### src/verilog/mrs_defs.svh
// Function
// - Host fetches results in one burst
// - Temperature and pressure: burst 0xF7 to 0xFC
// - All three results: burst 0xF7 to 0xFE
// - Pressure, temperature 20-bit; humidity 16-bit unsigned
// - Conversions complete independent of host reads
// - Completion during burst goes to shadow
// - Shadow copied when burst ends
// - Burst end: select rising or STOP
// - All visible registers update same cycle
// - Unsynchronised host must read one burst
// - Skipped conversion loads 0x80000
`ifndef MRS_DEFS_SVH
`define MRS_DEFS_SVH
`define MRS_ADDR_FIRST 8'hF7
`define MRS_ADDR_LAST_TP 8'hFC
`define MRS_ADDR_LAST_TPH 8'hFE
`define MRS_ADDR_PRESS_MSB 8'hF7
`define MRS_ADDR_PRESS_MID 8'hF8
`define MRS_ADDR_PRESS_LOW 8'hF9
`define MRS_ADDR_TEMP_MSB 8'hFA
`define MRS_ADDR_TEMP_MID 8'hFB
`define MRS_ADDR_TEMP_LOW 8'hFC
`define MRS_ADDR_HUM_MSB 8'hFD
`define MRS_ADDR_HUM_LSB 8'hFE
`define MRS_PT_WIDTH 20
`define MRS_HUM_WIDTH 16
`define MRS_SKIPPED 20'h80000
`define MRS_HUM_RESET 16'h8000
`endif

### src/verilog/mrs_pkg.sv
package mrs_pkg;
    typedef enum logic [1:0] {MRS_IDLE, MRS_ADDR, MRS_DATA, MRS_END} mrs_host_state_t;
    typedef struct packed {
        logic [19:0] press;
        logic [19:0] temp;
        logic [15:0] hum;
    } mrs_result_t;
endpackage

### src/verilog/mrs_link_if.sv
`timescale 1ns/10ps
// Byte-level readout link: host addresses, device streams bytes
interface mrs_link_if;
    logic burst_active;
    logic [7:0] start_addr;
    logic start;
    logic byte_req;
    logic [7:0] rd_data;
    logic rd_valid;
    logic spi_mode;
    logic serial_select_low;
    logic i2c_stop;
    modport device (input burst_active, start_addr, start, byte_req, spi_mode, serial_select_low, i2c_stop,
        output rd_data, rd_valid);
    modport host (output burst_active, start_addr, start, byte_req, spi_mode, serial_select_low, i2c_stop,
        input rd_data, rd_valid);
endinterface

### src/verilog/mrs_device.sv
`timescale 1ns/10ps
`include "mrs_defs.svh"
module mrs_device (
    input wire logic CLOCK, // System clock
    input wire logic SYS_RST, // Sync reset, high
    mrs_link_if.device LINK, // Readout link
    input wire logic CONV_DONE, // Conversion finished pulse
    input wire logic [19:0] CONV_PRESS, // Raw pressure
    input wire logic [19:0] CONV_TEMP, // Raw temperature
    input wire logic [15:0] CONV_HUM, // Raw humidity
    input wire logic SKIP_PRESS, // Pressure skipped
    input wire logic SKIP_TEMP, // Temperature skipped
    output logic SHADOW_PENDING // Shadow holds new set
);
    // Published set, pending shadow set and link tracking
    typedef struct packed {
        mrs_pkg::mrs_result_t vis;
        mrs_pkg::mrs_result_t shadow;
        logic pending;
        logic in_burst;
        logic sel_prev;
        logic [7:0] addr;
        logic [7:0] data;
        logic valid;
    } mrs_dev_state_t;

    mrs_dev_state_t st_reg, st_next;
    mrs_pkg::mrs_result_t fresh;
    logic sel_rise;
    logic burst_end;
    logic burst_close;
    logic serve;
    logic land_shadow;
    logic land_visible;
    logic publish;

    // Until the first conversion pressure and temperature read as skipped, humidity as 0x8000
    function automatic mrs_dev_state_t mrs_reset_state();
        mrs_dev_state_t s;
        s = '0;
        s.vis.press = `MRS_SKIPPED;
        s.vis.temp = `MRS_SKIPPED;
        s.vis.hum = `MRS_HUM_RESET;
        s.shadow.press = `MRS_SKIPPED;
        s.shadow.temp = `MRS_SKIPPED;
        s.shadow.hum = `MRS_HUM_RESET;
        s.sel_prev = 1'b1;
        mrs_reset_state = s;
    endfunction

    // Skipped measurement reads back as the fixed marker
    function automatic logic [19:0] mrs_pt_value(input logic skip, input logic [19:0] raw);
        if (skip) begin
            mrs_pt_value = `MRS_SKIPPED;
        end else begin
            mrs_pt_value = raw;
        end
    endfunction

    function automatic mrs_pkg::mrs_result_t mrs_result(input logic [19:0] press, input logic [19:0] temp,
        input logic [15:0] hum, input logic skip_press, input logic skip_temp);
        mrs_pkg::mrs_result_t r;
        r.press = mrs_pt_value(skip_press, press);
        r.temp = mrs_pt_value(skip_temp, temp);
        r.hum = hum;
        mrs_result = r;
    endfunction

    // Every field from one source, so no mix of two sets
    function automatic mrs_pkg::mrs_result_t mrs_copy(input mrs_pkg::mrs_result_t src);
        mrs_pkg::mrs_result_t d;
        d.press = src.press;
        d.temp = src.temp;
        d.hum = src.hum;
        mrs_copy = d;
    endfunction

    // 20-bit values: upper, middle, then low nibble left-aligned
    function automatic logic [7:0] mrs_msb(input logic [19:0] v);
        mrs_msb = v[19:12];
    endfunction

    function automatic logic [7:0] mrs_mid(input logic [19:0] v);
        mrs_mid = v[11:4];
    endfunction

    function automatic logic [7:0] mrs_low(input logic [19:0] v);
        mrs_low = {v[3:0], 4'h0};
    endfunction

    // Byte seen by the host at one result address
    function automatic logic [7:0] mrs_byte(input mrs_pkg::mrs_result_t r, input logic [7:0] a);
        case (a)
            `MRS_ADDR_PRESS_MSB: begin
                mrs_byte = mrs_msb(r.press);
            end
            `MRS_ADDR_PRESS_MID: begin
                mrs_byte = mrs_mid(r.press);
            end
            `MRS_ADDR_PRESS_LOW: begin
                mrs_byte = mrs_low(r.press);
            end
            `MRS_ADDR_TEMP_MSB: begin
                mrs_byte = mrs_msb(r.temp);
            end
            `MRS_ADDR_TEMP_MID: begin
                mrs_byte = mrs_mid(r.temp);
            end
            `MRS_ADDR_TEMP_LOW: begin
                mrs_byte = mrs_low(r.temp);
            end
            `MRS_ADDR_HUM_MSB: begin
                mrs_byte = r.hum[15:8];
            end
            `MRS_ADDR_HUM_LSB: begin
                mrs_byte = r.hum[7:0];
            end
            default: begin
                mrs_byte = 8'h00;
            end
        endcase
    endfunction

    // Auto-increment across the result span
    function automatic logic [7:0] mrs_addr_step(input logic [7:0] a);
        mrs_addr_step = a + 8'h01;
    endfunction

    // SPI select pin level went from selected to released
    function automatic logic mrs_sel_rise(input logic now_level, input logic prev_level);
        mrs_sel_rise = now_level && !prev_level;
    endfunction

    function automatic logic mrs_end_mark(input logic spi, input logic rise, input logic stop);
        if (spi) begin
            mrs_end_mark = rise;
        end else begin
            mrs_end_mark = stop;
        end
    endfunction

    // Burst flag: opened by start, closed by end mark or dropped burst
    function automatic logic mrs_burst_next(input logic open, input logic close, input logic now);
        if (open) begin
            mrs_burst_next = 1'b1;
        end else if (close) begin
            mrs_burst_next = 1'b0;
        end else begin
            mrs_burst_next = now;
        end
    endfunction

    always_comb begin
        fresh = mrs_result(CONV_PRESS, CONV_TEMP, CONV_HUM, SKIP_PRESS, SKIP_TEMP);
        sel_rise = mrs_sel_rise(LINK.serial_select_low, st_reg.sel_prev);
        burst_end = st_reg.in_burst && mrs_end_mark(LINK.spi_mode, sel_rise, LINK.i2c_stop);
        // A host that drops the burst without an end mark still releases it
        burst_close = st_reg.in_burst && (burst_end || !LINK.burst_active);
        serve = st_reg.in_burst && LINK.byte_req;
        land_shadow = CONV_DONE && st_reg.in_burst && !burst_close;
        land_visible = CONV_DONE && !land_shadow;
        publish = burst_close && st_reg.pending && !CONV_DONE;

        st_next = st_reg;
        st_next.sel_prev = LINK.serial_select_low;
        st_next.valid = 1'b0;
        st_next.in_burst = mrs_burst_next(LINK.start, burst_close, st_reg.in_burst);
        if (LINK.start) begin
            st_next.addr = LINK.start_addr;
        end

        // One byte per request, always from the published set
        if (serve) begin
            st_next.data = mrs_byte(st_reg.vis, st_reg.addr);
            st_next.valid = 1'b1;
            st_next.addr = mrs_addr_step(st_reg.addr);
        end

        // A completion mid-burst waits; a newer one replaces it
        if (land_shadow) begin
            st_next.shadow = fresh;
            st_next.pending = 1'b1;
        end
        // Outside a burst, or on its closing edge, straight to view
        if (land_visible) begin
            st_next.vis = mrs_copy(fresh);
            st_next.pending = 1'b0;
        end

        // Whole set published in one edge
        if (publish) begin
            st_next.vis = mrs_copy(st_reg.shadow);
            st_next.pending = 1'b0;
        end
    end

    always_ff @(posedge CLOCK) begin
        if (SYS_RST) begin
            st_reg <= mrs_reset_state();
        end else begin
            st_reg <= st_next;
        end
    end

    // Link outputs straight from flip-flops
    assign LINK.rd_data = st_reg.data;
    assign LINK.rd_valid = st_reg.valid;
    assign SHADOW_PENDING = st_reg.pending;
endmodule // mrs_device

### src/flat_wrapper.sv
// flat-port wrapper written by rule: the top's interface ports become plain ports
module mrs_device_flat 
  (CLOCK, SYS_RST, CONV_DONE, CONV_PRESS, CONV_TEMP, CONV_HUM, SKIP_PRESS, SKIP_TEMP, SHADOW_PENDING, LINK_burst_active, LINK_start_addr, LINK_start, LINK_byte_req, LINK_spi_mode, LINK_serial_select_low, LINK_i2c_stop, LINK_rd_data, LINK_rd_valid);
  mrs_link_if LINK_i ();
  input wire logic CLOCK;
  input wire logic SYS_RST;
  input wire logic CONV_DONE;
  input wire logic [19:0] CONV_PRESS;
  input wire logic [19:0] CONV_TEMP;
  input wire logic [15:0] CONV_HUM;
  input wire logic SKIP_PRESS;
  input wire logic SKIP_TEMP;
  output logic SHADOW_PENDING;
  input wire logic [$bits(LINK_i.burst_active)-1:0] LINK_burst_active;
  input wire logic [$bits(LINK_i.start_addr)-1:0] LINK_start_addr;
  input wire logic [$bits(LINK_i.start)-1:0] LINK_start;
  input wire logic [$bits(LINK_i.byte_req)-1:0] LINK_byte_req;
  input wire logic [$bits(LINK_i.spi_mode)-1:0] LINK_spi_mode;
  input wire logic [$bits(LINK_i.serial_select_low)-1:0] LINK_serial_select_low;
  input wire logic [$bits(LINK_i.i2c_stop)-1:0] LINK_i2c_stop;
  output wire logic [$bits(LINK_i.rd_data)-1:0] LINK_rd_data;
  output wire logic [$bits(LINK_i.rd_valid)-1:0] LINK_rd_valid;
  assign LINK_i.burst_active = LINK_burst_active;
  assign LINK_i.start_addr = LINK_start_addr;
  assign LINK_i.start = LINK_start;
  assign LINK_i.byte_req = LINK_byte_req;
  assign LINK_i.spi_mode = LINK_spi_mode;
  assign LINK_i.serial_select_low = LINK_serial_select_low;
  assign LINK_i.i2c_stop = LINK_i2c_stop;
  assign LINK_rd_data = LINK_i.rd_data;
  assign LINK_rd_valid = LINK_i.rd_valid;
  mrs_device u_core (.CLOCK(CLOCK), .SYS_RST(SYS_RST), .LINK(LINK_i), .CONV_DONE(CONV_DONE), .CONV_PRESS(CONV_PRESS), .CONV_TEMP(CONV_TEMP), .CONV_HUM(CONV_HUM), .SKIP_PRESS(SKIP_PRESS), .SKIP_TEMP(SKIP_TEMP), .SHADOW_PENDING(SHADOW_PENDING));
endmodule
### config.mk
export PLATFORM = sky130hd
export DESIGN_NAME = mrs_device_flat
export DESIGN_NICKNAME = d
export VERILOG_FILES = /design/src/verilog/mrs_pkg.sv /design/src/verilog/mrs_link_if.sv /design/src/verilog/mrs_device.sv /design/src/flat_wrapper.sv
export VERILOG_INCLUDE_DIRS = /design/src /design/src/verilog
export SDC_FILE = /design/constraint.sdc
export NUM_CORES = 1
export LEC_CHECK = 0
export ABC_AREA = 1
export BUFFER_PORTS_ARGS = -buffer_cell sky130_fd_sc_hd__buf_2
export CORE_ASPECT_RATIO = 2
export CORE_UTILIZATION = 58
export CTS_BUF_LIST = sky130_fd_sc_hd__clkbuf_8 sky130_fd_sc_hd__clkbuf_16
export DETAILED_ROUTE_END_ITERATION = 10
export HOLD_SLACK_MARGIN = 0.05
export PLACE_DENSITY = 0.8
export SETUP_SLACK_MARGIN = 0.1
export SYNTH_ARGS = -nofsm -noshare
export SYNTH_HDL_FRONTEND = slang
export SYNTH_SLANG_ARGS = --single-unit
### constraint.sdc
create_clock -name CLOCK -period 1.9 [get_ports CLOCK]
set_input_delay 0.19 -clock CLOCK [delete_from_list [all_inputs] [get_ports CLOCK]]
set_output_delay 0.19 -clock CLOCK [all_outputs]
set_load 0.05 [all_outputs]
* After elaboration in Yosys (flattened, before gate mapping)
Index checks and enable logic that the tools add are counted.
** Word-level totals
- Flip-flop bits (word level) :: 132
- Input bits :: 75
- Output and inout bits :: 10
- Logic and storage cells :: 50
** Operators by class
- Add/sub/neg operators :: 1
- Equality and inequality tests :: 8
- Muxes and demuxes :: 10
- Reductions and logical operators :: 19
** Operators with widths (number)
- 56-bit two-way mux :: 2
- 8-bit == test (second input constant) :: 8
- 8-bit one-hot mux with 8 select lines :: 1
- 20-bit two-way mux :: 2
- 17-bit two-way mux :: 1
- 1-bit logical AND :: 9
- 8-bit by 1-bit adder with 8-bit output (second input constant) :: 1
- 8-bit two-way mux :: 1
- 2-bit nonzero test :: 3
- 1-bit zero test :: 5
- 1-bit two-way mux :: 3
- 3-bit OR reduction :: 1
- 1-bit logical OR :: 1

* Longest topological paths before layout
Gate-level depths: netlist of run 1.
- Depth in word-level cells :: 12
- Mapped depth :: 10
- Depth with buffers taken out :: 10

* Worst setup path before layout of run 1
OpenSTA, ideal clock, no wires.
- Kind :: flip-flop to flip-flop
- Start :: register u_core.st_reg, in the netlist u_core.SHADOW_PENDING
- End :: register u_core.st_reg[91] in the netlist's numbering
- Library setup time :: 0.134 ns
- Arrival time :: 1.604 ns
- Required time :: 1.766 ns
- Slack :: 0.163 ns
- Stages on the path, launching flop included :: 10
- Path buffers :: 2
- Period minus slack after synthesis :: 1.737 ns
- Cell sequence :: dfxtp_1 nand2_1 nor2_4 nand2_4 buf_6 buf_4 nand2_1 o21ai_0 nand2_1 nand3_1
** Between the ends
- Longest elaborated chain between the ends :: 3
- Elaborated cells between the ends (all ways) :: 4
- Those cells by class :: mux (1); reduce/logical (3)
** Ends and longest elaborated chain
- start: declaration :: RTL line mrs_device.sv:27 : mrs_dev_state_t st_reg, st_next;
- start signal: assignment :: RTL line mrs_device.sv:199 : st_reg <= mrs_reset_state();
- start signal: assignment :: RTL line mrs_device.sv:201 : st_reg <= st_next;
- 1-bit logical AND * (2 in series) :: RTL line mrs_device.sv:162 : publish = burst_close && st_reg.pending && !CONV_DONE;
- 56-bit two-way mux / 2-bit nonzero test (equally long branches)
Mark *: on every way between the ends. The rest lies on a longest branch, timed or not.
A chain may end at the register's enable or synchronous reset.

* Worst setup path after layout of run 1
- Start :: register u_core.st_reg[9] in the netlist's numbering
- End :: register u_core.st_reg, in the netlist u_core.LINK.rd_data[7]
** Between the ends
- Longest elaborated chain between the ends :: 2
- Elaborated cells between the ends (all ways) :: 9
- Those cells by class :: eq/ne (8); mux (1)
** Ends and longest elaborated chain
- 8-bit == test :: RTL line mrs_device.sv:93 : case (a)
- 8-bit one-hot mux with 8 select lines * :: RTL line mrs_device.sv:93
Marks and branches as above.

==> results by stage, run 1 <==
Run status:
- The run finished with clean final reports.

CTS:
- The clock tree buffer depth is 2.
- CTS placed an instance of sky130_fd_sc_hd__clkbuf_16 at the clock tree root.
- The tree built by TritonCTS fans out to 132 sinks.
- The H-tree was split into 4 levels.
- The number of buffers created by CTS is 17.
- After clock tree synthesis, the clock-pin slew on the worst setup and hold paths is ~0.06 ns.
- The CTS tree is yes.
- The latest clock arrival within the worst-skew pair is 0.42 ns.

Placed design:
- Buffers placed on the I/O ports in this run total 84.
- After detailed placement, the total cell area comes to between 6000 and 7000 sq um.
- In this run, placement finished with an instance count of around 1200.
- Before CTS, the worst setup slack after placement is 0.249 ns.
- The HPWL after detailed placement is about 11 mm.
- The routability congestion estimate from global placement is a little under 1.

Timing:
- Summed over all failing endpoints, the final setup total negative slack is 0 ns.
- The final period utilization is 91.4%.
- The number of hold-slack violations in the final timing report is 0.
- Across the routed clock network, the largest skew measured is 0.00824 ns.
- The final number of max-transition violations was 0.
- In the post-route analysis, the smallest setup slack over all paths is approximately 0.16 ns.
- Setup violations remaining at the end of the flow were counted as 0.
- Based on the critical path, the design can be clocked at up to between 500 and 600 MHz.
- The slew at the pin closest to its max-slew limit is between 0.6 and 0.7 ns.
- The minimum period implied by the final worst setup slack is around 1.7 ns.
- Setup repair after global routing left no endpoint under its margin.
- Measured against its own limit, the worst slew margin works out to 56.2%.

Power:
- The total power divided by cell area is 943 nW/um^2.
- The worst supply voltage drop on vdd is roughly 0.00073 V.
- The leakage component of the power is about 3.5 nW.

Synthesis:
- The netlist uses 33 different library cells.
- Sorting the synthesized cells by area gives the leading types as sky130_fd_sc_hd__dfxtp_1 40%, sky130_fd_sc_hd__nand2_1 14%, sky130_fd_sc_hd__o21ai_0 8.1%.
- The top cell type by area accounts for between 40% and 50% of the synthesized area.
- The mean post-synth cell area is approximately 6.7 sq um.
- The post-synthesis cell type with the largest combined area is sky130_fd_sc_hd__dfxtp_1.
- The share of synthesized area occupied by flip-flops and latches is approximately two fifths.
- Synthesis produced 980 cells.
- Synthesis produced a netlist with a net count of 1059.
- The post-synthesis instance area is 6540 sq um.
- Counting flops and latches in the post-synthesis netlist gives 132.
- The Yosys step of the flow raised 0 warnings.

Detailed routing:
- The number of vias in the routed layout is between 6000 and 7000.
- The first detailed-routing pass ran for 6 iterations.
- The wire length per cell after detailed routing is 14.5 microns.
- In the routed design, unresolved DRC markers number 0.
- Dividing the detail-routed via count by the number of cells gives between 5 and 6.
- The number of routed nets with antenna violations is 0.
- The aggregate routed wire length is about 17 mm.
- The iteration-0 DRC count of the detailed router is a little under 400.

Layout:
- Leaving out fill and tap cells, the most frequent cells in the layout are 243 x sky130_fd_sc_hd__nand2_1, 132 x sky130_fd_sc_hd__dfxtp_1, 112 x sky130_fd_sc_hd__inv_1, 106 x sky130_fd_sc_hd__o21ai_0, 104 x sky130_fd_sc_hd__a21oi_1.
- Leaving out fill and tap cells, the most frequent cell in the layout is sky130_fd_sc_hd__nand2_1.
- The area growth from synthesis to layout is 18.5%.
- The register with the most flip-flops in the layout has 122 of them.
- Cells with a size suffix above 1 make up 14.6% of the layout.
- The cell area after layout is slightly below 8000 sq um.
- The count of cells in the finished layout, fillers not included, comes to between 1000 and 1500.
- The number of antenna diodes in the final layout is 0.
- The net count of the finished layout is 1123.

Worst setup path:
- The register-to-register path setup slack is between 0.15 and 0.2 ns.
- STA classifies the critical path startpoint as a register.
- The largest fanout on the critical path is 9.
- The endpoint kind of the worst setup timing path is a register.
- The number of cells on the worst reg-to-reg path is 10.
- The arrival time at the worst endpoint is 2.10 ns.
- The type of the worst setup path is register to register.
- The capturing point of the worst reg2reg path is u_core.LINK.rd_data[7].
- The start of the worst register-to-register path is u_core.st_reg[9].
- The required time at the endpoint of the critical path is 2.27 ns.

Global route:
- The pin count of the biggest net entering global routing is between 100 and 150.
- The via count of the first global-routing pass came to 6165.
- The first global-routing pass estimated between 20 and 30 mm of wire.
- For this run the aggregate overflow at the end of global routing stands at 0.
- The initial antenna violation count was 0.
- In the global route stage, overall resource usage came out at between 20% and 30%.

Floorplan:
- For this configuration, the core starts out at a cell density of 59.7%.
- The die covers 11700 sq um.
- The floorplan step set the die width to slightly below 80 microns.
- Measured along the y axis, the die boundary spans 152 microns.
- In this run the count of I/O pins placed on the die edge is 85.
- The region available for standard cell placement spans 10900 sq um.
- The number of core rows is 54.

Min path:
- The worst hold path endpoint is u_core.st_reg[20].
- The classification of the worst-slack hold path is input pin to register.
- The startpoint identified for the worst hold timing path is CONV_HUM[0].
- The worst hold path was traced through 3 stages.

Flow run:
- The number of violations of the max-capacitance limit is 0.
==> worst max-delay path by stage <==
stage / slack (ns) / depth (start not counted) / from / end
floorplan: 0.16 / 9 / u_core.SHADOW_PENDING / u_core.st_reg[91]
finish: 0.16 / 10 / u_core.st_reg[9] / u_core.LINK.rd_data[7]
detailed placement: 0.25 / 8 / u_core.st_reg[17] / u_core.st_reg[79]
global route: 0.10 / 10 / u_core.st_reg[9] / u_core.LINK.rd_data[5]
CTS: 0.19 / 8 / u_core.st_reg[17] / u_core.st_reg[89]
global placement: 0.30 / 7 / u_core.st_reg[18] / u_core.st_reg[93]
==> Yosys cell counts <==
cell	count
sky130_fd_sc_hd__nand3_1	74
sky130_fd_sc_hd__dfxtp_1	132
sky130_fd_sc_hd__nand2_1	243
sky130_fd_sc_hd__nor3_1	4
sky130_fd_sc_hd__a32o_1	1
sky130_fd_sc_hd__buf_4	13
sky130_fd_sc_hd__ha_1	4
sky130_fd_sc_hd__a21oi_4	1
sky130_fd_sc_hd__clkbuf_2	2
sky130_fd_sc_hd__o31ai_1	1
sky130_fd_sc_hd__nand4_1	1
sky130_fd_sc_hd__o21bai_1	1
sky130_fd_sc_hd__nor2_1	88
sky130_fd_sc_hd__o221ai_1	1
sky130_fd_sc_hd__or2_2	1
sky130_fd_sc_hd__o211ai_1	4
sky130_fd_sc_hd__buf_6	11
sky130_fd_sc_hd__nor2_2	4
sky130_fd_sc_hd__a21oi_2	1
sky130_fd_sc_hd__clkbuf_1	27
sky130_fd_sc_hd__o21ai_1	14
sky130_fd_sc_hd__inv_1	113
sky130_fd_sc_hd__a21oi_1	104
sky130_fd_sc_hd__and3_1	1
sky130_fd_sc_hd__buf_2	13
sky130_fd_sc_hd__o21ai_0	106
sky130_fd_sc_hd__inv_2	1
sky130_fd_sc_hd__nor2_4	3
sky130_fd_sc_hd__nand2_4	3
sky130_fd_sc_hd__nand2_2	5
sky130_fd_sc_hd__a31oi_1	1
sky130_fd_sc_hd__nand3b_1	1
sky130_fd_sc_hd__nand3_4	1
==> repair_timing <==
item	4_1_cts	5_1_grt
gates resized for setup	0	3
setup endpoints to repair	0	3
buffers inserted	0	0
hold buffers	10	0
endpoints found under the hold margin	10	0
==> worst max-delay path: stages, from the launching register on <==
cell	delay, ns
sky130_fd_sc_hd__dfxtp_1	0.35
sky130_fd_sc_hd__inv_1	0.12
sky130_fd_sc_hd__ha_1	0.20
sky130_fd_sc_hd__inv_1	0.10
sky130_fd_sc_hd__nor2_2	0.34
sky130_fd_sc_hd__nand3_1	0.18
sky130_fd_sc_hd__nand2_1	0.10
sky130_fd_sc_hd__nor2_1	0.04
sky130_fd_sc_hd__nand2_1	0.12
sky130_fd_sc_hd__nand3_1	0.09
sky130_fd_sc_hd__nand2_1	0.06
==> final cells by class <==
class	instances	area [sq um]
fillers	968	3200
multi-input cells	668	3080
flip-flops and latches	132	2640
repair buffers	111	761
clock buffers	18	439
inverters	114	428
clock inverters	14	221
well taps	140	175
==> cells by family (layout without fill, tap and decap cells) <==
logic type | after synthesis | count (layout) | synth area share, %
compound gates | 235 | 235 | 18.6
fa+ha+maj | 4 | 4 | 0.766
buf+inv | 180 | 257 | 12.6
flops | 132 | 132 | 40.4
simple gates | 429 | 429 | 27.6
==> stage by stage <==
step / utilization (%) / hold slack (ns) / power [W]
4_1_cts: 70.4 / 0.0578 / 0.00731
6_report: 70.7 / 0.0606 / 0.00730
3_5_place_dp: 63.4 / 0.395 / 0.00365
5_1_grt: 70.7 / 0.0771 / 0.00752
3_3_place_gp: 63.4 / 0.392 / 0.00364
2_1_floorplan: - / 0.294 / 0.00343
==> power breakdown <==
part / switching (W) / internal [W]
Sequential: 0.0000720 / 0.00289
Combinational: 0.000415 / 0.000248
Clock: 0.00130 / 0.00238
Total: 0.00178 / 0.00552
==> routing by layer <==
metal  up-vias  wire length [microns]  GRT usage, %
li1       3252                      -             -
met1      3033                   6730          31.1
met2       197                   9200          54.2
met3        51                    628          6.07
met4         0                    769          15.8
met5         -                      0             0
No activity file was read; power rests on OpenSTA's default activity.
==> run 2: changes to the inputs <==
--- a/config.mk
+++ b/config.mk
@@ -13,7 +13,7 @@
 export CTS_BUF_LIST = sky130_fd_sc_hd__clkbuf_8 sky130_fd_sc_hd__clkbuf_16
 export DETAILED_ROUTE_END_ITERATION = 10
 export HOLD_SLACK_MARGIN = 0.05
-export PLACE_DENSITY = 0.8
+export PLACE_DENSITY = 0.86
 export SETUP_SLACK_MARGIN = 0.1
 export SYNTH_ARGS = -nofsm -noshare
 export SYNTH_HDL_FRONTEND = slang
==> run 2 against run 1 <==
  * Sequential cell count is the same
  * Design area grew 0.19%
  * Die area is the same
  * Core utilization grew 0.14 points
  * Critical path type is now input pin to register
==> results by stage, run 2 (synthesized netlist as in run 1, its figures left out) <==
Power:
- The total power divided by cell area is 898 nW/um^2 (-4.8%).
- The worst supply voltage drop on vdd was 0.000885 V (+22%).
- The leakage component of the power is 3.51 nW (+0.72%).

Layout:
- The most common cell after layout, fill and taps aside is sky130_fd_sc_hd__nand2_1.
- The proportion of layout cells with a drive suffix above 1 was 15.4% (+0.85 points).
- The flip-flop count of the largest register after layout came to 122 (unchanged).
- From synthesis to final layout, the design area changed by 18.7%.
- Leaving out fill and tap cells, the most frequent cells in the layout are 243 x sky130_fd_sc_hd__nand2_1, 132 x sky130_fd_sc_hd__dfxtp_1, 115 x sky130_fd_sc_hd__inv_1, 105 x sky130_fd_sc_hd__o21ai_0, 104 x sky130_fd_sc_hd__a21oi_1.
- The net count of the finished layout is 1137 (+1.2%).
- The total inserted antenna cells was 0 (unchanged).
- The post-layout utilization of the core came to 70.9% (+0.14 points).

Floorplan:
- The die outline width was 77.1 microns (unchanged).
- The number of core rows is 54 (unchanged).
- The area of the core region is 10900 sq um (unchanged).
- The die area is 11700 sq um (unchanged).
- The overall die height is 152 microns (unchanged).
- The starting utilization of the core area came to 59.7% (unchanged).
- The I/O pin total came to 85 (unchanged).

Worst setup path:
- The worst register-to-register path ends at u_core.st_reg[108].
- The largest fanout on the critical path was 49 (+40).
- The endpoint kind of the worst setup timing path is a register.
- The largest delay contributor family on the critical path is buffers and inverters.
- The startpoint class of the critical path is an input pin.
- The type of the worst setup path is input pin to register.
- The slowest stage cell on the critical path is sky130_fd_sc_hd__dlygate4sd3_1.
- The register-to-register path setup slack is 0.22 ns (+0.06 ns).
- Traced cell by cell, the critical path runs through dlygate4sd3_1 -> buf_2 -> nand3b_1 -> nand3_4 -> nor2_4 -> buf_4 -> a21oi_4 -> buf_12 -> nand2_1 -> a21oi_1.
- The combined buffer and inverter count along the critical path was 4 (+2).
- The number of gates on the worst path with buffers counted is 10 (unchanged).
- The required time at the endpoint of the critical path is 2.16 ns (-0.11 ns).
- The number of cells on the worst reg-to-reg path is 8 (-2).
- The arrival time at the worst endpoint is 1.99 ns (-0.11 ns).
- The start of the worst register-to-register path is u_core.st_reg[17].
- The delay contributed by the slowest stage of the critical path came to 0.54 ns (+0.19 ns).

Timing:
- The aggregate negative setup slack was 0 ns (unchanged).
- The final period utilization is 90.8% (-0.56 points).
- The max-slew headroom at the worst pin was 62.9% (+6.8 points).
- Setup repair after global routing left no endpoint under its margin.
- The number of hold-slack violations in the final timing report is 0 (unchanged).
- The worst clock skew is 0.00968 ns (+0.00144 ns).
- The final number of max-transition violations is 0 (unchanged).
- The upper clock frequency limit is 579 MHz (+0.62%).
- The worst hold slack is 0.0686 ns (+0.00798 ns).
- The final-report setup violation count is 0 (unchanged).
- The slew at the pin closest to its max-slew limit came to 0.556 ns (-0.0979 ns).
- The minimum period implied by the final worst setup slack was 1.73 ns (-0.0107 ns).

Detailed routing:
- The aggregate routed wire length is 16.6 mm (-4.1%).
- The wire length per cell after detailed routing is 13.7 microns (-5.1%).
- The number of vias in the routed layout is 6509 (-0.37%).
- The number of routed nets with antenna violations is 0 (unchanged).
- The post-detailed-route DRC marker count is 0 (unchanged).
- The number of search-and-repair iterations in the first detailed-routing pass came to 5 (-1).
- The iteration-0 DRC count of the detailed router came to 519 (+30%).
- The via count normalized by instance count is 5.38 (-1.4%).

Min path:
- In this run the most critical hold path is launched from CONV_HUM[7].
- The number of cells on the worst hold path is 3 (unchanged).
- For hold timing, the worst endpoint is u_core.st_reg[27].
- The classification of the worst-slack hold path is input pin to register.

CTS:
- The clock sink total is 132 (unchanged).
- The number of buffers created by CTS was 17 (unchanged).
- The root buffer cell is sky130_fd_sc_hd__clkbuf_16.
- The clock tree buffer depth came to 2 (unchanged).
- The CTS tree is yes.
- The H-tree depth is 4 (unchanged).
- The clock-pin slew on the worst setup and hold paths came to 0.05 ns (about the same).
- The latest clock arrival within the worst-skew pair is 0.42 ns (about the same).

Placed design:
- The routability congestion estimate from global placement is 0.969 (-2.5%).
- The HPWL after detailed placement was 11.2 mm (-1.6%).
- The count of port buffers added during placement is 84 (unchanged).

Global route:
- The met3 usage came to 5.95% (-0.12 points).
- In this run the most used layer during global routing was met2.
- The met1 demand-to-capacity share in global routing is 29.4% (-1.7 points).
- The overall global routing resource usage is 28.7% (-0.91 points).
- The met2 routing resource usage after global routing is 51.2% (-3.0 points).
- The via count of the first global-routing pass is 6146 (-0.31%).
- The overflow left after global routing is 0 (unchanged).
- The pin count of the biggest net entering global routing is 54 (-49%).
- The first-pass GRT wire length is 26.9 mm (-2.6%).
- The initial antenna violation count is 0 (unchanged).

Flow run:
- The number of violations of the max-capacitance limit is 0 (unchanged).

Run status:
- The run finished with clean final reports.
==> run 2: cell type report <==
| class | instances | area (sq um) |
|---|---|---|
| clock inverter | 11 | 136 |
| timing repair buffer | 124 | 807 |
| sequential | 132 | 2640 |
| fill | 928 | 3190 |
| inverter | 114 | 428 |
| tap | 140 | 175 |
| clock buffer | 20 | 467 |
| multi-input combinational | 669 | 3100 |
==> run 2: worst max-delay path by stage <==
stage | end | from
floorplan | u_core.st_reg[91] | u_core.SHADOW_PENDING
global placement | u_core.LINK.rd_data[6] | u_core.st_reg[9]
detailed placement | u_core.LINK.rd_data[5] | u_core.st_reg[15]
CTS | u_core.st_reg[107] | LINK_serial_select_low
global route | u_core.LINK.rd_data[0] | u_core.st_reg[9]
finish | u_core.st_reg[108] | LINK_serial_select_low
==> run 2: what timing repair did <==
| item | CTS | global route |
|---|---|---|
| setup endpoints to repair | 0 | 36 |
| buffers inserted | 0 | 4 |
| endpoints found under the hold margin | 8 | 0 |
| resized for setup | 0 | 5 |
| hold buffers | 8 | 0 |
==> run 2: layer usage <==
layer | routed length, microns | share of wire [%]
met4 | 937 | 5.6
met3 | 763 | 4.6
met5 | 0 | 0
met1 | 6190 | 37
met2 | 8720 | 52
==> run 2: power by group <==
part | leakage, nW | switching (W) | total [W] | internal (W)
Combinational | 2.12 | 0.000420 | 0.000682 | 0.000262
Sequential | 1.08 | 0.0000694 | 0.00296 | 0.00289
Clock | 0.306 | 0.00118 | 0.00333 | 0.00214
Total | 3.51 | 0.00167 | 0.00697 | 0.00530
==> run 2: tightest hold or removal path: stages <==
cell                      delay [ns]
sky130_fd_sc_hd__buf_2          0.08
sky130_fd_sc_hd__o21ai_0        0.07
sky130_fd_sc_hd__a21oi_1        0.10
==> run 2: through the flow <==
stage	setup slack [ns]	cell area [sq um]	std cells	total power (W)
5_1_grt	0.0644	7760	1210	0.00720
2_1_floorplan	0.163	6540	980	0.00343
6_report	0.174	7760	1210	0.00697
4_1_cts	0.160	7690	1205	0.00697
3_5_place_dp	0.306	7010	1166	0.00366
3_3_place_gp	0.288	7010	1166	0.00364
==> run 3: changes to the inputs <==
--- a/config.mk
+++ b/config.mk
@@ -7,13 +7,13 @@
 export NUM_CORES = 1
 export LEC_CHECK = 0
 export ABC_AREA = 1
-export BUFFER_PORTS_ARGS = -buffer_cell sky130_fd_sc_hd__buf_2
 export CORE_ASPECT_RATIO = 2
-export CORE_UTILIZATION = 58
+export CORE_UTILIZATION = 32
 export CTS_BUF_LIST = sky130_fd_sc_hd__clkbuf_8 sky130_fd_sc_hd__clkbuf_16
 export DETAILED_ROUTE_END_ITERATION = 10
+export DONT_BUFFER_PORTS = 1
 export HOLD_SLACK_MARGIN = 0.05
-export PLACE_DENSITY = 0.86
+export PLACE_DENSITY = 0.52
 export SETUP_SLACK_MARGIN = 0.1
 export SYNTH_ARGS = -nofsm -noshare
 export SYNTH_HDL_FRONTEND = slang
==> run 3 against run 2 <==
  * Cell count grew 4.7%
  * Sequential power about the same
  * Clock power shrank 8.7%
  * Wire length rose by 8.7%
  * Via count decreased by 8.0%
  * First-iteration DRC count down 44%
  * Clock skew hardly changed
  * Global-route usage is 11 points lower
  * Fmax is 5.1% higher
  * Largest cell class unchanged
==> results by stage, run 3 (synthesized netlist as in run 1, its figures left out) <==
Run status:
- The flow ran to the end, and the final reports show no timing, DRC or antenna violations.

Global route:
- The met3 usage came to 3.69% (-2.3 points).
- The overall global routing resource usage is 18.1% (-11 points).
- The initial antenna violation count came to 0 (unchanged).
- The via count of the first global-routing pass came to 5571 (-9.4%).
- The overflow left after global routing is 0 (unchanged).
- The met1 demand-to-capacity share in global routing is 19.5% (-9.9 points).
- The first-pass GRT wire length is 28.8 mm (+7.2%).
- The pin count of the biggest net entering global routing is 98 (+81%).
- The met2 routing resource usage after global routing is 32.6% (-19 points).
- The most used routing layer in global routing is met2.

Placed design:
- The post-placement setup slack was 0.132 ns (-0.174 ns).
- The count of port buffers added during placement is 0 (-100%).
- The cell area after placement is 6720 sq um (-4.1%).
- The number of instances in the placed design is 1198 (+2.7%).
- The HPWL after detailed placement was 13.0 mm (+16%).
- The routability congestion estimate from global placement is 0.876 (-9.6%).

Floorplan:
- The die area came to 21000 sq um (+79%).
- The die outline width was 103 microns (+34%).
- The I/O pin total is 85 (unchanged).
- The starting utilization of the core area is 32.8% (-27 points).
- The number of core rows is 73 (+35%).
- The overall die height is 204 microns (+34%).
- The area of the core region was 19900 sq um (+82%).

Timing:
- The minimum period implied by the final worst setup slack came to 1.64 ns (-0.0831 ns).
- The final number of max-transition violations is 0 (unchanged).
- The max-slew headroom at the worst pin is 57.5% (-5.4 points).
- The upper clock frequency limit is 609 MHz (+5.1%).
- Setup repair after global routing left no endpoint under its margin.
- The final period utilization came to 86.5% (-4.4 points).
- The final-report setup violation count is 0 (unchanged).
- The worst clock skew was 0.00944 ns (-0.000236 ns).
- The final critical-path setup slack was 0.257 ns (+0.0831 ns).
- The number of hold-slack violations in the final timing report came to 0 (unchanged).
- The aggregate negative setup slack came to 0 ns (unchanged).
- The slew at the pin closest to its max-slew limit is 0.635 ns (+0.0791 ns).

Layout:
- The total inserted antenna cells is 0 (unchanged).
- The flip-flop count of the largest register after layout is 122 (unchanged).
- The net count of the finished layout is 1072 (-5.7%).
- The proportion of layout cells with a drive suffix above 1 was 7.46% (-8.0 points).
- The area growth from synthesis to layout is 17.2%.
- The area taken by multi-input logic gates is 3070 sq um (-1.1%).
- Leaving out fill and tap cells, the most frequent cell in the layout is sky130_fd_sc_hd__nand2_1.
- The cell area after layout is 7660 sq um (-1.3%).
- The footprint of the flip-flops and latches is 2640 sq um (unchanged).
- Leaving out fill and tap cells, the most frequent cells in the layout are 243 x sky130_fd_sc_hd__nand2_1, 132 x sky130_fd_sc_hd__dfxtp_1, 113 x sky130_fd_sc_hd__inv_1, 105 x sky130_fd_sc_hd__o21ai_0, 104 x sky130_fd_sc_hd__a21oi_1.
- The filler-free cell count of the finished design is 1267 (+4.7%).
- The number of fill cells was 2249 (+140%).

Worst setup path:
- The cell that appears most often on the critical path is sky130_fd_sc_hd__nand2_1.
- The slowest stage cell on the critical path is sky130_fd_sc_hd__dfxtp_1.
- The largest fanout on the critical path is 97 (+98%).
- The type of the worst setup path is register to register.
- The delay contributed by the slowest stage of the critical path is 0.34 ns (-0.20 ns).
- The arrival time at the worst endpoint was 1.99 ns (about the same).
- The endpoint kind of the worst setup timing path is a register.
- The critical path goes through nand2_1 -> nor2_4 -> nand2_4 -> buf_12 -> o21ai_0 -> nand2_1 -> a21oi_1.
- The startpoint class of the critical path is a register.
- The required time at the endpoint of the critical path came to 2.25 ns (+0.09 ns).

Min path:
- The worst hold path belongs to the class input pin to register.

Detailed routing:
- The via count normalized by instance count is 4.73 (-12%).
- The number of routed nets with antenna violations came to 0 (unchanged).
- The iteration-0 DRC count of the detailed router came to 289 (-44%).
- The number of search-and-repair iterations in the first detailed-routing pass is 4 (-1).
- The post-detailed-route DRC marker count is 0 (unchanged).
- The aggregate routed wire length came to 18.1 mm (+8.7%).
- The wire length per cell after detailed routing is 14.3 microns (+3.8%).
- The number of vias in the routed layout is 5987 (-8.0%).

Flow run:
- The number of violations of the max-capacitance limit was 0 (unchanged).

CTS:
- The clock-pin slew on the worst setup and hold paths was 0.06 ns (about the same).
- The CTS tree is yes.
- The latest clock arrival within the worst-skew pair is 0.42 ns (about the same).
- The clock sink total is 132 (unchanged).
- The clock tree buffer depth is 2 (unchanged).
- The root buffer cell is sky130_fd_sc_hd__clkbuf_16.
- The number of buffers created by CTS is 17 (unchanged).
- The H-tree depth is 4 (unchanged).

Power:
- The worst supply voltage drop on vdd came to 0.000536 V (-39%).
- The leakage component of the power came to 3.21 nW (-8.4%).
- The total power divided by cell area came to 868 nW/um^2 (-3.4%).
- The total power after layout is 0.00665 W (-4.6%).
## run 3: worst max-delay path, delay by kind of cell, from the launching register on
kind	cells	cell delay [ns]
AO/OA/AOI/OAI	2	0.46
buffers and inverters	1	0.21
flip-flops	1	0.34
AND/OR/NAND/NOR	4	0.49
## run 3: report_power, final
| group | switching (W) | internal [W] | leakage (nW) |
|---|---|---|---|
| logic | 0.000394 | 0.000247 | 1.88 |
| registers | 0.0000700 | 0.00289 | 1.08 |
| clock network | 0.00127 | 0.00178 | 0.258 |
## run 3: cell type report
class / instances / area share (%)
clock inverter: 14 / 1.54
tap: 262 / 4.28
multi-input combinational: 668 / 40.1
inverter: 114 / 5.59
clock buffer: 17 / 5.55
timing repair buffer: 60 / 8.49
sequential: 132 / 34.5
## run 3: through the flow
| step | hold WS (ns) | utilization, % |
|---|---|---|
| detailed placement | 0.275 | 33.7 |
| global placement | 0.269 | 33.7 |
| floorplan | 0.294 | - |
| global route | 0.0714 | 38.5 |
| CTS | 0.0520 | 38.5 |
| finish | 0.0616 | 38.5 |
## run 3: layer usage
metal | share of wire, % | up-vias
li1 | - | 3156
met1 | 40 | 2690
met2 | 53 | 103
met3 | 2.8 | 38
met4 | 3.7 | 0
met5 | 0 | -
## run 3: worst paths after layout
check	slack [ns]	endpoint	startpoint	depth (start not counted)
setup / recovery	0.26	u_core.st_reg[80]	u_core.st_reg[18]	7
hold / removal	0.06	u_core.st_reg[81]	CONV_HUM[5]	4
setup reg to reg	0.26	u_core.st_reg[80]	u_core.st_reg[18]	7
hold reg to reg	0.44	u_core.st_reg[37]	u_core.st_reg[37]	2
## run 3: timing repair
item / CTS / global route
setup buffers: 0 / 0
endpoints found under the setup margin: 0 / 6
endpoints found under the hold margin: 119 / 0
hold buffers: 38 / 0
gates resized for setup: 0 / 2
